### src/pin_level_readback_pkg.sv
// Register map, field layout and encodings for the eight-pin port multiplexer.
package pin_level_readback_pkg;

  // ----------------------------------------------------------------
  // Register byte offsets
  // ----------------------------------------------------------------
  localparam logic [7:0] OFS_DIRECTION_BITS = 8'h00; // Write-only direction
  localparam logic [7:0] OFS_OUTPUT_LATCH = 8'h04; // Output data
  localparam logic [7:0] OFS_PIN_LEVEL_READBACK = 8'h08; // Read-only pin view
  localparam logic [7:0] OFS_PIN_ROUTE_CTRL = 8'h0C; // Timer route selects
  localparam logic [7:0] OFS_TIMER_CFG = 8'h10; // Timer channel settings
  localparam logic [7:0] OFS_PERIPH_EN = 8'h14; // Peripheral enables

  // ----------------------------------------------------------------
  // Widths and reset values
  // ----------------------------------------------------------------
  localparam int PORT_W = 8; // Pins in the port
  localparam int ADDR_W = 8; // Decoded address bits
  localparam logic [7:0] PORT_RST = 8'h00; // Direction and latch reset
  localparam logic [31:0] WORD_ZERO = 32'h0000_0000; // Idle read data

  // ----------------------------------------------------------------
  // Pin numbers
  // ----------------------------------------------------------------
  localparam int PIN_TMR_B = 7; // Timer B, A/D trigger
  localparam int PIN_TMR_A = 6; // Timer A
  localparam int PIN_PWM_B = 5; // PWM-DAC channel B
  localparam int PIN_PWM_A = 4; // PWM-DAC channel A
  localparam int PIN_SDA1 = 3; // Second I2C data / second UART rx
  localparam int PIN_SCL1 = 2; // Second I2C clock / second UART tx
  localparam int PIN_SDA0 = 1; // First I2C data / first UART rx
  localparam int PIN_SCL0 = 0; // First I2C clock / first UART tx

  // ----------------------------------------------------------------
  // Route control fields
  // ----------------------------------------------------------------
  localparam int RT_A_BIT = 0; // timer_a_route_sel
  localparam int RT_B_BIT = 1; // timer_b_route_sel
  localparam logic [31:0] RT_MASK = 32'h0000_0003;

  // ----------------------------------------------------------------
  // Timer configuration fields
  // ----------------------------------------------------------------
  localparam int TM_MODE_LSB = 0; // timer_mode_field [3:0]
  localparam int TM_IOA_LSB = 4; // chan_a_io_field [7:4]
  localparam int TM_IOB_LSB = 8; // chan_b_io_field [11:8]
  localparam int TM_CCLR_LSB = 12; // counter_clear_src [14:12]
  localparam logic [31:0] TM_MASK = 32'h0000_7FFF;
  localparam logic [3:0] MODE_NORMAL = 4'h0; // Output compare / capture
  localparam logic [3:0] MODE_PWM1 = 4'h2; // PWM mode 1
  localparam logic [3:0] MODE_PWM2 = 4'h3; // PWM mode 2
  localparam logic [1:0] IO_LO_OFF = 2'h0; // Low field xx00: no output
  localparam logic [1:0] IO_HI_CAPTURE = 2'h2; // High field 10xx: capture
  localparam logic [2:0] CCLR_BY_A = 3'h1; // Cleared by channel A
  localparam logic [2:0] CCLR_BY_B = 3'h2; // Cleared by channel B

  // ----------------------------------------------------------------
  // Peripheral enable fields
  // ----------------------------------------------------------------
  localparam int PE_TRG_LO_BIT = 0; // trigger_select_lo
  localparam int PE_TRG_HI_BIT = 1; // trigger_select_hi
  localparam int PE_PWM_A_BIT = 2; // pwm_a_out_en
  localparam int PE_PWM_B_BIT = 3; // pwm_b_out_en
  localparam int PE_U0_RX_BIT = 4; // first_uart rx_enable
  localparam int PE_U0_TX_BIT = 5; // first_uart tx_enable
  localparam int PE_U1_RX_BIT = 6; // second_uart rx_enable
  localparam int PE_U1_TX_BIT = 7; // second_uart tx_enable
  localparam int PE_I2C0_BIT = 8; // first_i2c_unit i2c_enable
  localparam int PE_I2C1_BIT = 9; // second_i2c_unit i2c_enable
  localparam logic [31:0] PE_MASK = 32'h0000_03FF;

endpackage

### src/pin_level_readback_pin_function_mux.sv
// Eight-pin port with APB registers and per-pin function multiplexing.
//
// Notes on behaviour
// Readback bit: latch if output, else pin
// Readback is read-only; writes change nothing
// Pin 7 general I/O unless timer drives
// Pin 7 output compare in normal mode
// Pin 7 PWM mode 2 unless cleared by B
// Pin 7 feeds channel B capture
// Pin 7 is A/D trigger when both selects set
// Pin 6 general I/O unless timer drives
// Pin 6 output compare or PWM mode 1
// Pin 6 PWM mode 2 unless cleared by A
// Pin 6 feeds channel A capture
// PWM mode 1 suppresses channel B output
// Pin 5 PWM-DAC B when enabled
// Pin 4 PWM-DAC A when enabled
// Pin 3: I2C data, UART rx, else I/O
// Pin 2: I2C clock, UART tx, else I/O
// Pin 1: I2C data, UART rx, else I/O
// Pin 0: I2C clock, UART tx, else I/O
// Direction bits write-only, reset to zero
// Output latch read/write, resets to zero
// Pin levels pass two-stage synchroniser
//
// The placing of the registers and the APB register port were left to the implementer.
`timescale 1ns/1ps
`default_nettype none

module pin_level_readback_pin_function_mux (
  input wire logic pclk,
  input wire logic presetn,
  input wire logic psel,
  input wire logic penable,
  input wire logic pwrite,
  input wire logic [31:0] paddr,
  input wire logic [31:0] pwdata,
  input wire logic [3:0] pstrb,
  output logic [31:0] prdata,
  output logic pready,
  output logic pslverr,
  input wire logic [pin_level_readback_pkg::PORT_W-1:0] pin_in,
  output logic [pin_level_readback_pkg::PORT_W-1:0] pin_out,
  output logic [pin_level_readback_pkg::PORT_W-1:0] pin_oe_n,
  input wire logic timer_chan_a_signal,
  input wire logic timer_chan_b_signal,
  input wire logic pwm_a_pin,
  input wire logic pwm_b_pin,
  input wire logic uart0_tx_pin,
  input wire logic uart1_tx_pin,
  input wire logic i2c0_scl_drive,
  input wire logic i2c0_sda_drive,
  input wire logic i2c1_scl_drive,
  input wire logic i2c1_sda_drive,
  output logic timer_a_capture,
  output logic timer_b_capture,
  output logic adc_ext_trigger,
  output logic uart0_rx_pin,
  output logic uart1_rx_pin,
  output logic i2c0_scl_in,
  output logic i2c0_sda_in,
  output logic i2c1_scl_in,
  output logic i2c1_sda_in
);
  import pin_level_readback_pkg::*;

  // ----------------------------------------------------------------
  // Storage
  // ----------------------------------------------------------------
  logic [PORT_W-1:0] direction_bits; // 1 = general output
  logic [PORT_W-1:0] output_latch; // General output data
  logic [1:0] pin_route_ctrl; // Timer route selects
  logic [3:0] timer_mode_field; // Timer channel mode
  logic [3:0] chan_a_io_field; // Channel A I/O setup
  logic [3:0] chan_b_io_field; // Channel B I/O setup
  logic [2:0] counter_clear_src; // Counter clear source
  logic [9:0] periph_en; // Peripheral enable bits
  logic [PORT_W-1:0] pin_meta; // Synchroniser first stage
  logic [PORT_W-1:0] pin_sync; // Synchroniser second stage

  // ----------------------------------------------------------------
  // Bus decode
  // ----------------------------------------------------------------
  logic [ADDR_W-1:0] addr; // Low address bits
  logic setup_phase; // First cycle of a transfer
  logic wr_fire; // Write commits this edge
  logic addr_hit; // Address maps a register
  logic [31:0] rd_word; // Read mux result
  logic [PORT_W-1:0] readback; // Pin level readback value

  assign addr = paddr[ADDR_W-1:0];
  assign setup_phase = psel & ~penable;
  // Unmapped or high addresses must not alias onto a register through the low byte
  assign wr_fire = psel & penable & pready & pwrite & addr_hit;

  // Decode also rejects unaligned or out-of-window addresses
  always_comb begin
    addr_hit = 1'b0;
    if (paddr[31:ADDR_W] == '0) begin
      unique case (addr)
        OFS_DIRECTION_BITS, OFS_OUTPUT_LATCH, OFS_PIN_LEVEL_READBACK,
        OFS_PIN_ROUTE_CTRL, OFS_TIMER_CFG, OFS_PERIPH_EN: addr_hit = 1'b1;
        default: addr_hit = 1'b0;
      endcase
    end
  end

  // Readback mixes latch and synchronised pin per direction bit
  assign readback = (direction_bits & output_latch) | (~direction_bits & pin_sync);

  // Read mux; direction bits read as zero since their value is undefined
  always_comb begin
    rd_word = WORD_ZERO;
    unique case (addr)
      OFS_DIRECTION_BITS: rd_word = WORD_ZERO;
      OFS_OUTPUT_LATCH: rd_word = {24'h00_0000, output_latch};
      OFS_PIN_LEVEL_READBACK: rd_word = {24'h00_0000, readback};
      OFS_PIN_ROUTE_CTRL: rd_word = {30'h0000_0000, pin_route_ctrl};
      OFS_TIMER_CFG: rd_word = {17'h0_0000, counter_clear_src, chan_b_io_field,
                                chan_a_io_field, timer_mode_field};
      OFS_PERIPH_EN: rd_word = {22'h00_0000, periph_en};
      default: rd_word = WORD_ZERO;
    endcase
  end

  // ----------------------------------------------------------------
  // APB answer
  // ----------------------------------------------------------------
  // Answer is prepared in setup so all bus outputs come from flops
  always_ff @(posedge pclk or negedge presetn) begin
    if (!presetn) begin
      pready <= 1'b0;
      pslverr <= 1'b0;
      prdata <= WORD_ZERO;
    end else begin
      pready <= setup_phase;
      pslverr <= setup_phase & ~addr_hit;
      // Data only on a mapped read; otherwise bus reads zero
      if (setup_phase && !pwrite && addr_hit) begin
        prdata <= rd_word;
      end else begin
        prdata <= WORD_ZERO;
      end
    end
  end

  // ----------------------------------------------------------------
  // Port registers
  // ----------------------------------------------------------------
  // Direction bits, byte lane 0 only
  always_ff @(posedge pclk or negedge presetn) begin
    if (!presetn) begin
      direction_bits <= PORT_RST;
    end else if (wr_fire && addr == OFS_DIRECTION_BITS && pstrb[0]) begin
      direction_bits <= pwdata[PORT_W-1:0];
    end
  end

  // Output latch, byte lane 0 only
  always_ff @(posedge pclk or negedge presetn) begin
    if (!presetn) begin
      output_latch <= PORT_RST;
    end else if (wr_fire && addr == OFS_OUTPUT_LATCH && pstrb[0]) begin
      output_latch <= pwdata[PORT_W-1:0];
    end
  end
  // Readback has no write path at all, so a write there is a no-op R2

  // Route selects
  always_ff @(posedge pclk or negedge presetn) begin
    if (!presetn) begin
      pin_route_ctrl <= 2'h0;
    end else if (wr_fire && addr == OFS_PIN_ROUTE_CTRL && pstrb[0]) begin
      pin_route_ctrl <= pwdata[1:0] & RT_MASK[1:0];
    end
  end

  // Timer channel settings, split over two byte lanes
  always_ff @(posedge pclk or negedge presetn) begin
    if (!presetn) begin
      timer_mode_field <= 4'h0;
      chan_a_io_field <= 4'h0;
      chan_b_io_field <= 4'h0;
      counter_clear_src <= 3'h0;
    end else if (wr_fire && addr == OFS_TIMER_CFG) begin
      if (pstrb[0]) begin
        timer_mode_field <= pwdata[TM_MODE_LSB +: 4];
        chan_a_io_field <= pwdata[TM_IOA_LSB +: 4];
      end
      if (pstrb[1]) begin
        chan_b_io_field <= pwdata[TM_IOB_LSB +: 4];
        counter_clear_src <= pwdata[TM_CCLR_LSB +: 3];
      end
    end
  end

  // Peripheral enables
  always_ff @(posedge pclk or negedge presetn) begin
    if (!presetn) begin
      periph_en <= 10'h000;
    end else if (wr_fire && addr == OFS_PERIPH_EN) begin
      if (pstrb[0]) begin
        periph_en[7:0] <= pwdata[7:0];
      end
      if (pstrb[1]) begin
        periph_en[9:8] <= pwdata[9:8] & PE_MASK[9:8];
      end
    end
  end

  // ----------------------------------------------------------------
  // Pin synchroniser
  // ----------------------------------------------------------------
  // Only pin_sync is read; pin_meta may be metastable
  always_ff @(posedge pclk or negedge presetn) begin
    if (!presetn) begin
      pin_meta <= PORT_RST;
      pin_sync <= PORT_RST;
    end else begin
      pin_meta <= pin_in;
      pin_sync <= pin_meta;
    end
  end

  // ----------------------------------------------------------------
  // Timer decode
  // ----------------------------------------------------------------
  logic oc_a; // Channel A output compare
  logic oc_b; // Channel B output compare
  logic pwm1_a; // Channel A PWM mode 1
  logic pwm2_a; // Channel A PWM mode 2
  logic pwm2_b; // Channel B PWM mode 2
  logic tmr_a_drive; // Timer owns pin 6
  logic tmr_b_drive; // Timer owns pin 7
  logic cap_a_sel; // Pin 6 is capture input
  logic cap_b_sel; // Pin 7 is capture input

  // Compare output for io fields 0001-0011 and 0101-0111
  assign oc_a = timer_mode_field == MODE_NORMAL && !chan_a_io_field[3]
                && chan_a_io_field[1:0] != IO_LO_OFF;
  assign oc_b = timer_mode_field == MODE_NORMAL && !chan_b_io_field[3]
                && chan_b_io_field[1:0] != IO_LO_OFF;
  assign pwm1_a = timer_mode_field == MODE_PWM1 && chan_a_io_field[1:0] != IO_LO_OFF;
  assign pwm2_a = timer_mode_field == MODE_PWM2 && chan_a_io_field[1:0] != IO_LO_OFF
                  && counter_clear_src != CCLR_BY_A;
  assign pwm2_b = timer_mode_field == MODE_PWM2 && chan_b_io_field[1:0] != IO_LO_OFF
                  && counter_clear_src != CCLR_BY_B;
  // Channel B has no PWM mode 1 term, so that mode never drives pin 7
  assign tmr_a_drive = pin_route_ctrl[RT_A_BIT] & (oc_a | pwm1_a | pwm2_a);
  assign tmr_b_drive = pin_route_ctrl[RT_B_BIT] & (oc_b | pwm2_b);
  assign cap_a_sel = pin_route_ctrl[RT_A_BIT] && timer_mode_field == MODE_NORMAL
                     && chan_a_io_field[3:2] == IO_HI_CAPTURE;
  assign cap_b_sel = pin_route_ctrl[RT_B_BIT] && timer_mode_field == MODE_NORMAL
                     && chan_b_io_field[3:2] == IO_HI_CAPTURE;

  // ----------------------------------------------------------------
  // Pin drive selection
  // ----------------------------------------------------------------
  logic [PORT_W-1:0] next_pin_out; // Drive value
  logic [PORT_W-1:0] next_pin_oe_n; // Low = driving

  // General I/O default, then alternate functions override by priority
  always_comb begin
    next_pin_out = output_latch;
    next_pin_oe_n = ~direction_bits;
    // Pin 7: timer drive, else general I/O
    if (tmr_b_drive) begin
      next_pin_out[PIN_TMR_B] = timer_chan_b_signal;
      next_pin_oe_n[PIN_TMR_B] = 1'b0;
    end // else general I/O R3
    // Pin 6: timer drive, else general I/O
    if (tmr_a_drive) begin
      next_pin_out[PIN_TMR_A] = timer_chan_a_signal;
      next_pin_oe_n[PIN_TMR_A] = 1'b0;
    end // else general I/O R8
    // Pin 5: PWM-DAC B
    if (periph_en[PE_PWM_B_BIT]) begin
      next_pin_out[PIN_PWM_B] = pwm_b_pin;
      next_pin_oe_n[PIN_PWM_B] = 1'b0;
    end
    // Pin 4: PWM-DAC A
    if (periph_en[PE_PWM_A_BIT]) begin
      next_pin_out[PIN_PWM_A] = pwm_a_pin;
      next_pin_oe_n[PIN_PWM_A] = 1'b0;
    end
    // Pin 3: open-drain data only pulls low; receive is input only
    if (periph_en[PE_I2C1_BIT]) begin
      next_pin_out[PIN_SDA1] = 1'b0;
      next_pin_oe_n[PIN_SDA1] = i2c1_sda_drive;
    end else if (periph_en[PE_U1_RX_BIT]) begin
      next_pin_out[PIN_SDA1] = 1'b0;
      next_pin_oe_n[PIN_SDA1] = 1'b1;
    end
    // Pin 2: open-drain clock, else push-pull transmit
    if (periph_en[PE_I2C1_BIT]) begin
      next_pin_out[PIN_SCL1] = 1'b0;
      next_pin_oe_n[PIN_SCL1] = i2c1_scl_drive;
    end else if (periph_en[PE_U1_TX_BIT]) begin
      next_pin_out[PIN_SCL1] = uart1_tx_pin;
      next_pin_oe_n[PIN_SCL1] = 1'b0;
    end
    // Pin 1: open-drain data, else receive input
    if (periph_en[PE_I2C0_BIT]) begin
      next_pin_out[PIN_SDA0] = 1'b0;
      next_pin_oe_n[PIN_SDA0] = i2c0_sda_drive;
    end else if (periph_en[PE_U0_RX_BIT]) begin
      next_pin_out[PIN_SDA0] = 1'b0;
      next_pin_oe_n[PIN_SDA0] = 1'b1;
    end
    // Pin 0: open-drain clock, else push-pull transmit
    if (periph_en[PE_I2C0_BIT]) begin
      next_pin_out[PIN_SCL0] = 1'b0;
      next_pin_oe_n[PIN_SCL0] = i2c0_scl_drive;
    end else if (periph_en[PE_U0_TX_BIT]) begin
      next_pin_out[PIN_SCL0] = uart0_tx_pin;
      next_pin_oe_n[PIN_SCL0] = 1'b0;
    end
  end

  // Registered pin drive; one cycle of latency buys glitch-free outputs
  always_ff @(posedge pclk or negedge presetn) begin
    if (!presetn) begin
      pin_out <= PORT_RST;
      pin_oe_n <= ~PORT_RST; // All pins input after reset
    end else begin
      pin_out <= next_pin_out;
      pin_oe_n <= next_pin_oe_n;
    end
  end

  // ----------------------------------------------------------------
  // Inputs to peripherals
  // ----------------------------------------------------------------
  // Unselected inputs park at their idle level: low for capture, high for serial
  always_ff @(posedge pclk or negedge presetn) begin
    if (!presetn) begin
      timer_a_capture <= 1'b0;
      timer_b_capture <= 1'b0;
      adc_ext_trigger <= 1'b0;
      uart0_rx_pin <= 1'b1;
      uart1_rx_pin <= 1'b1;
      i2c0_scl_in <= 1'b1;
      i2c0_sda_in <= 1'b1;
      i2c1_scl_in <= 1'b1;
      i2c1_sda_in <= 1'b1;
    end else begin
      timer_a_capture <= cap_a_sel & pin_sync[PIN_TMR_A];
      timer_b_capture <= cap_b_sel & pin_sync[PIN_TMR_B];
      // Trigger input runs alongside whatever else pin 7 does
      adc_ext_trigger <= periph_en[PE_TRG_HI_BIT] & periph_en[PE_TRG_LO_BIT]
                         & pin_sync[PIN_TMR_B];
      uart0_rx_pin <= (periph_en[PE_I2C0_BIT] | ~periph_en[PE_U0_RX_BIT])
                      | pin_sync[PIN_SDA0];
      uart1_rx_pin <= (periph_en[PE_I2C1_BIT] | ~periph_en[PE_U1_RX_BIT])
                      | pin_sync[PIN_SDA1];
      i2c0_scl_in <= ~periph_en[PE_I2C0_BIT] | pin_sync[PIN_SCL0];
      i2c0_sda_in <= ~periph_en[PE_I2C0_BIT] | pin_sync[PIN_SDA0];
      i2c1_scl_in <= ~periph_en[PE_I2C1_BIT] | pin_sync[PIN_SCL1];
      i2c1_sda_in <= ~periph_en[PE_I2C1_BIT] | pin_sync[PIN_SDA1];
    end
  end

endmodule

`default_nettype wire

### config.mk
export PLATFORM = sky130hd
export DESIGN_NAME = pin_level_readback_pin_function_mux
export DESIGN_NICKNAME = d
export VERILOG_FILES = /design/src/pin_level_readback_pkg.sv /design/src/pin_level_readback_pin_function_mux.sv
export SDC_FILE = /design/constraint.sdc
export NUM_CORES = 1
export LEC_CHECK = 0
export ABC_AREA = 1
export BUFFER_PORTS_ARGS = -buffer_cell sky130_fd_sc_hd__buf_2
export CAP_MARGIN = 40
export CORE_ASPECT_RATIO = 0.9
export CORE_UTILIZATION = 51
export CTS_CLUSTER_DIAMETER = 30
export DETAILED_ROUTE_END_ITERATION = 8
export PLACE_DENSITY = 0.91
export SLEW_MARGIN = 20
export SYNTH_ARGS = -nofsm -noshare
export SYNTH_HDL_FRONTEND = slang
export SYNTH_SLANG_ARGS = --single-unit
### constraint.sdc
create_clock -name pclk -period 1.6 [get_ports pclk]
set_input_delay 0.32 -clock pclk [delete_from_list [all_inputs] [get_ports pclk]]
set_output_delay 0.32 -clock pclk [all_outputs]
set_load 0.005 [all_outputs]
### After elaboration in Yosys (flattened, before gate mapping)

Cells that the tools add are included.

| storage, ports and cells | value |
|---|---|
| bits in registers | 118 |
| bits of input ports | 91 |
| logic and storage cells | 133 |

| operators by class | value |
|---|---|
| equal/unequal tests | 11 |
| reduce and logical (&&, ||, !) cells | 36 |
| muxes and demuxes | 28 |
| bitwise gates (word level) | 33 |

Operator list:

| kind | count |
|---|---|
| one-hot mux 15 bit (5 select lines) | 1 |
| 2-to-1 mux 32 bit | 1 |
| 2-to-1 mux 1 bit | 26 |
| logical NOT 24 bit | 1 |
| logical AND 1 bit | 23 |
| bitwise AND 8 bit | 2 |
| == test 8 x 4 -> 1 bit, second input constant | 2 |
| == test 8 x 5 -> 1 bit, second input constant | 2 |
| bitwise AND 1 bit | 12 |
| bitwise OR 1 bit | 11 |
| == test 4 x 2 -> 1 bit, second input constant | 2 |
| == test 8 x 3 -> 1 bit, second input constant | 1 |
| logical NOT 8 bit | 1 |
| NOT 8 bit | 1 |
| bitwise OR 8 bit | 1 |
| AND reduction 2 bit | 4 |
| NOT 1 bit | 6 |
| OR reduction 6 bit | 1 |
| == test 2 bit, second input constant | 2 |
| logical NOT 4 bit | 1 |
| nonzero test 2 bit | 2 |
| logical NOT 1 bit | 3 |
| inequality test 3 x 1 -> 1 bit, second input constant | 1 |
| inequality test 3 x 2 -> 1 bit, second input constant | 1 |

### Longest topological paths before layout

| depth | value |
|---|---|
| depth in word-level cells | 7 |
| mapped depth | 10 |

### Worst setup path before layout

OpenSTA, ideal clock, no wires.

| path | value |
|---|---|
| kind | input to register |
| start | input port paddr[0] |
| end | register pin_route_ctrl[0] |
| stages | 6 |
| data arrival time | 1303 ps |
| library setup time | 117 ps |
| buffers on the path | 0 |
| path slack | 180 ps |
| cell sequence | inv_1 nand2_2 nor4_1 nand4_1 nand2_1 nand2_1 |

| between the ends | value |
|---|---|
| longest elaborated chain between the ends | 7 |
| elaborated cells on any way between the ends | 12 |
| classes of those cells | 5 x eq/ne; 2 x mux; 1 x bitwise; 4 x reduce/logical |

Ends and longest elaborated chain:

| element | line | RTL |
|---|---|---|
| from (decl) | pin_level_readback_pin_function_mux.sv:36 | `input wire logic [31:0] paddr,` |
| == test 8 x 3 -> 1 bit (tied with other cells) | pin_level_readback_pin_function_mux.sv:100 | `unique case (addr)` |
| OR reduction 6 bit | pin_level_readback_pin_function_mux.sv:100 |  |
| 2-to-1 mux 1 bit | pin_level_readback_pin_function_mux.sv:100 |  |
| 2-to-1 mux 1 bit | pin_level_readback_pin_function_mux.sv:99 | `if (paddr[31:ADDR_W] == '0) begin` |
| bitwise AND 1 bit | pin_level_readback_pin_function_mux.sv:94 | `assign wr_fire = psel & penable & pready & pwrite & addr_hit;` |
| logical AND 1 bit (*) (2 in a row) | pin_level_readback_pin_function_mux.sv:173 | `end else if (wr_fire && addr == OFS_PIN_ROUTE_CTRL && pstrb[0]) begin` |
| to (signal assigned) | pin_level_readback_pin_function_mux.sv:174 | `pin_route_ctrl <= pwdata[1:0] & RT_MASK[1:0];` |
| to (decl) | pin_level_readback_pin_function_mux.sv:72 | `logic [1:0] pin_route_ctrl;` |

Mark *: on every way between the ends. The rest lies on a longest branch, timed or not.
A chain may end at the register's enable or synchronous reset.

### Final worst setup path

| path | value |
|---|---|
| start | register timer_mode_field[3] |
| end | register pin_out[7] (netlist name) |

| between the ends | value |
|---|---|
| longest elaborated chain between the ends | 6 |
| elaborated cells on any way between the ends | 9 |
| classes of those cells | 1 x eq/ne; 1 x mux; 2 x bitwise; 5 x reduce/logical |

Ends and longest elaborated chain:

| element | line | RTL |
|---|---|---|
| from (decl) | pin_level_readback_pin_function_mux.sv:73 | `logic [3:0] timer_mode_field;` |
| from (signal assigned) | pin_level_readback_pin_function_mux.sv:187 | `timer_mode_field <= pwdata[TM_MODE_LSB +: 4];` |
| == test 4 x 2 -> 1 bit or logical NOT 4 bit (tied branches) | pin_level_readback_pin_function_mux.sv:246, pin_level_readback_pin_function_mux.sv:241 |  |
| logical AND 1 bit, on equally long branches | pin_level_readback_pin_function_mux.sv:246, pin_level_readback_pin_function_mux.sv:241 |  |
| logical AND 1 bit, on equally long branches | pin_level_readback_pin_function_mux.sv:247, pin_level_readback_pin_function_mux.sv:242 |  |
| bitwise OR 1 bit (*) | pin_level_readback_pin_function_mux.sv:250 | `assign tmr_b_drive = pin_route_ctrl[RT_B_BIT] & (oc_b \| pwm2_b);` |
| bitwise AND 1 bit (*) | pin_level_readback_pin_function_mux.sv:250 |  |
| 2-to-1 mux 1 bit (*) | pin_level_readback_pin_function_mux.sv:267 | `if (tmr_b_drive) begin` |
| via next_pin_out[7] | pin_level_readback_pin_function_mux.sv:259 | `logic [PORT_W-1:0] next_pin_out;` |
| to (signal assigned) | pin_level_readback_pin_function_mux.sv:326 | `pin_out <= next_pin_out;` |
| to (decl) | pin_level_readback_pin_function_mux.sv:43 | `output logic [pin_level_readback_pkg::PORT_W-1:0] pin_out,` |

The timed path passes the listed nets; every way through them passes the cells marked *.

==> flow_metrics.env <==
export IMPL_postLayoutSetupSlackWorst_ns=0.171
export IMPL_cp_slowest_cell="dfrtp_1"
export IMPL_die_area_um2=9420
export IMPL_hp_start="pin_in[7]"
export IMPL_register_area_um2=2540
export IMPL_status="finished, final reports clean"
export IMPL_place_area_um2=5490
export IMPL_crit_chain="nor2_1 > nand3_1 > o22ai_1 > a21oi_1 > a31oi_1"
export IMPL_rsz0062_at_grt="false"
export IMPL_holdPathStages=1
export IMPL_mostFrequentLayoutCell="nand2_1"
export IMPL_vias=3908
export IMPL_end_kind="register"
export IMPL_synth_edf_count=0
export IMPL_antenna_left=0
export IMPL_grt_pass1_vias=3847
export IMPL_peakVddDrop_uv=529
export IMPL_drtPass1Iterations=4
export IMPL_synthTopCellsByArea="dfrtp_1 (47%), nand2_1 (11%), dfstp_2 (8.0%), nor2_1 (6.0%), inv_1 (5.4%)"
export IMPL_rows=32
export IMPL_final_cell_mix="nand2_1 (133), buf_2 (112), dfrtp_1 (87)"
export IMPL_p_clk_share_pct=35.9
export IMPL_maxSlewViolCount=0
export IMPL_worstHoldPathType="in2reg"
export IMPL_crit_type="reg2reg"
export IMPL_synth_top_area_share_pct=47.2
export IMPL_reg2reg_from="timer_mode_field[3]$_DFFE_PN0P_"
export IMPL_drt_met1_wl_mm=4.37
export IMPL_fill_cells=696
export IMPL_die_w_um=102
export IMPL_fmax_ghz=0.700
export IMPL_fin_skew_ns=0.00696
export IMPL_cts_made_buffers=9
export IMPL_worstSkewPairLatency_ns=0.37
export IMPL_r2r_end="pin_out[7]$_DFF_PN0_"
export IMPL_clkTransAtPathRegs_ns=0.10
export IMPL_p_sw_uw=1040
export IMPL_root_buffer="clkbuf_8"
export IMPL_routed_top_layer="met4"
export IMPL_synth_main_ff_cell="dfrtp_1"
export IMPL_fin_nets=757
export IMPL_tritoncts="built"
export IMPL_pre_cts_ws_ns=-0.119
export IMPL_drive_above_1_share_pct=31.1
export IMPL_grt_pass1_wl_mm=17.3
export IMPL_hpwl_mm=7.89
export IMPL_combPwrFrac_pct=6.0
export IMPL_setup_viol=0
export IMPL_wl_per_cell_um=13.2
export IMPL_ys_ff_latch=101
export IMPL_syn_avg_cell_area_um2=8.84
export IMPL_overflow=0
export IMPL_min_to="pin_meta[7]$_DFF_PN0_"
export IMPL_initial_utilization_pct=53.3
export IMPL_async_reset_ff_share_pct=100
export IMPL_critPathMaxFanout=3
export IMPL_core_area_um2=8650
export IMPL_synth_cell_types=33
export IMPL_cts_max_level=3
export IMPL_wl_met3_um=704
export IMPL_boundaryPins=150
export IMPL_r2r_cells=5
export IMPL_seqPwrFrac_pct=58.1
export IMPL_tns_ns=0
export IMPL_cp_start_kind="register"
export IMPL_p_int_uw=3430
export IMPL_yosysTopAreaCell="dfrtp_1"
export IMPL_drtIter0Drc=170
export IMPL_route_met2_wl_mm=5.10
export IMPL_finalCriticalPeriod_ns=1.43
export IMPL_multi_input_area_um2=1670
export IMPL_yosysWarnings=0
export IMPL_cts_max_path_buffers=2
export IMPL_drc_errors=0
export IMPL_grt_usage_pct=24.2
export IMPL_syn_inst=521
export IMPL_clock_sinks=101
export IMPL_hold_violations=0
export IMPL_sw_frac_of_total_pct=23.3
export IMPL_maxCapViolCount=0
export IMPL_antenna_found_initial=0
export IMPL_vias_per_cell=4.95
export IMPL_regToRegSetupSlack_ns=0.17
export IMPL_power_density_nw_per_um2=785
export IMPL_die_h_um=92.2
export IMPL_area_growth_pct=23.8
export IMPL_grt_max_degree=50
export IMPL_synth_seq_area_share_pct=55.2
export IMPL_slowest_delay_ns=0.41
export IMPL_critPathRequiredTime_ns=1.89
export IMPL_syn_area_um2=4610
export IMPL_gp_congestion=0.872
export IMPL_port_buffers=113
export IMPL_holdWs_ns=0.0511
export IMPL_p_leak_uw=0.00322
export IMPL_cp_arrival_ns=1.72
export IMPL_design_area_um2=5700
export IMPL_period_share_pct=89.3
export IMPL_drt_total_wl_mm=10.4
export IMPL_diodes=0
-- cell usage after synthesis, types with 2 or more instances --
| library cell | instances |
|---|---|
| a21oi_1 | 13 |
| a21oi_2 | 8 |
| a31oi_1 | 2 |
| buf_2 | 3 |
| buf_4 | 18 |
| buf_6 | 4 |
| clkbuf_1 | 2 |
| dfrtp_1 | 87 |
| dfstp_2 | 14 |
| inv_1 | 66 |
| inv_2 | 3 |
| nand2_1 | 133 |
| nand2_2 | 4 |
| nand3_1 | 32 |
| nand3_4 | 3 |
| nand4_1 | 3 |
| nand4_4 | 4 |
| nor2_1 | 74 |
| nor2_2 | 4 |
| nor2_4 | 2 |
| nor2_8 | 2 |
| nor3_1 | 12 |
| nor3b_1 | 2 |
| o21ai_0 | 13 |
| o221ai_1 | 2 |
| o22ai_1 | 3 |
| o31ai_1 | 2 |
-- layout make-up --
| class | instances | area share [%] |
|---|---|---|
| tap | 119 | 2.61 |
| multi-input combinational | 340 | 29.2 |
| sequential | 101 | 44.6 |
| timing repair buffer | 145 | 15.5 |
| clock inverter | 7 | 1.29 |
| inverter | 69 | 4.54 |
| clock buffer | 9 | 2.17 |
-- worst max-delay path by stage --
stage	from	endpoint	slack [ns]	depth (start not counted)
2_1_floorplan	paddr[0]	pin_route_ctrl[0]$_DFFE_PN0P_	0.18	6
3_3_place_gp	paddr[0]	output_latch[1]$_DFFE_PN0P_	-0.05	11
3_5_place_dp	paddr[0]	prdata[0]$_DFF_PN0_	-0.12	10
4_1_cts	timer_mode_field[3]$_DFFE_PN0P_	pin_out[6]$_DFF_PN0_	0.12	5
5_1_grt	timer_mode_field[3]$_DFFE_PN0P_	pin_out[7]$_DFF_PN0_	0.09	5
6_report	timer_mode_field[3]$_DFFE_PN0P_	pin_out[7]$_DFF_PN0_	0.17	5
-- cells by family after synthesis --
family	after synthesis	share of synthesized area [%]
buffers and inverters	96	10.0
other	1	0.0814
AOI/OAI and AO/OA	43	5.73
DFF	101	55.2
and+or+nand+nor	280	28.9
-- through the flow --
stage          utilization, %  total power (uW)  std cells
6_report                 66.0              4480        790
5_1_grt                  66.0              4640        790
4_1_cts                  65.9              4510        790
3_5_place_dp             63.5              2920        773
3_3_place_gp             63.5              2910        773
2_1_floorplan               -              2740        537
-- power groups by stage --
stage / Sequential [uW] / Clock (uW) / Combinational (uW)
after global routing: 2610 / 1730 / 304
after floorplan: 2650 / 0 / 92.9
after CTS: 2600 / 1630 / 272
after detailed placement: 2650 / 0 / 269
after global placement: 2650 / 0 / 261
final: 2600 / 1610 / 269
-- flip-flops by register name (all words and copies together), names as in the netlist, 2 cells and up --
register	count
chan_a_io_field	4
chan_b_io_field	4
counter_clear_src	3
direction_bits	8
output_latch	8
periph_en	10
pin_meta	8
pin_oe_n	8
pin_out	8
pin_route_ctrl	2
pin_sync	8
prdata	15
timer_mode_field	4
-- routing by layer --
layer / GRT usage, % / vias to the layer above
met1: 31.3 / 1836
met5: 0 / -
met4: 8.93 / 0
li1: - / 1882
met3: 5.41 / 29
met2: 39.8 / 161
-- worst max-delay path: cells and delay by family (launching register included) --
| family | cells | cell delay (ns) |
|---|---|---|
| simple gates | 2 | 0.41 |
| flops | 1 | 0.41 |
| compound gates | 3 | 0.54 |
-- repair_timing --
action | CTS | global route
hold buffers | 1 | 0
endpoints found under the hold margin | 15 | 0
endpoints found under the setup margin | 0 | 1
gates resized for setup | 0 | 1
setup buffers | 0 | 0
(Power assumes the default switching activity.)
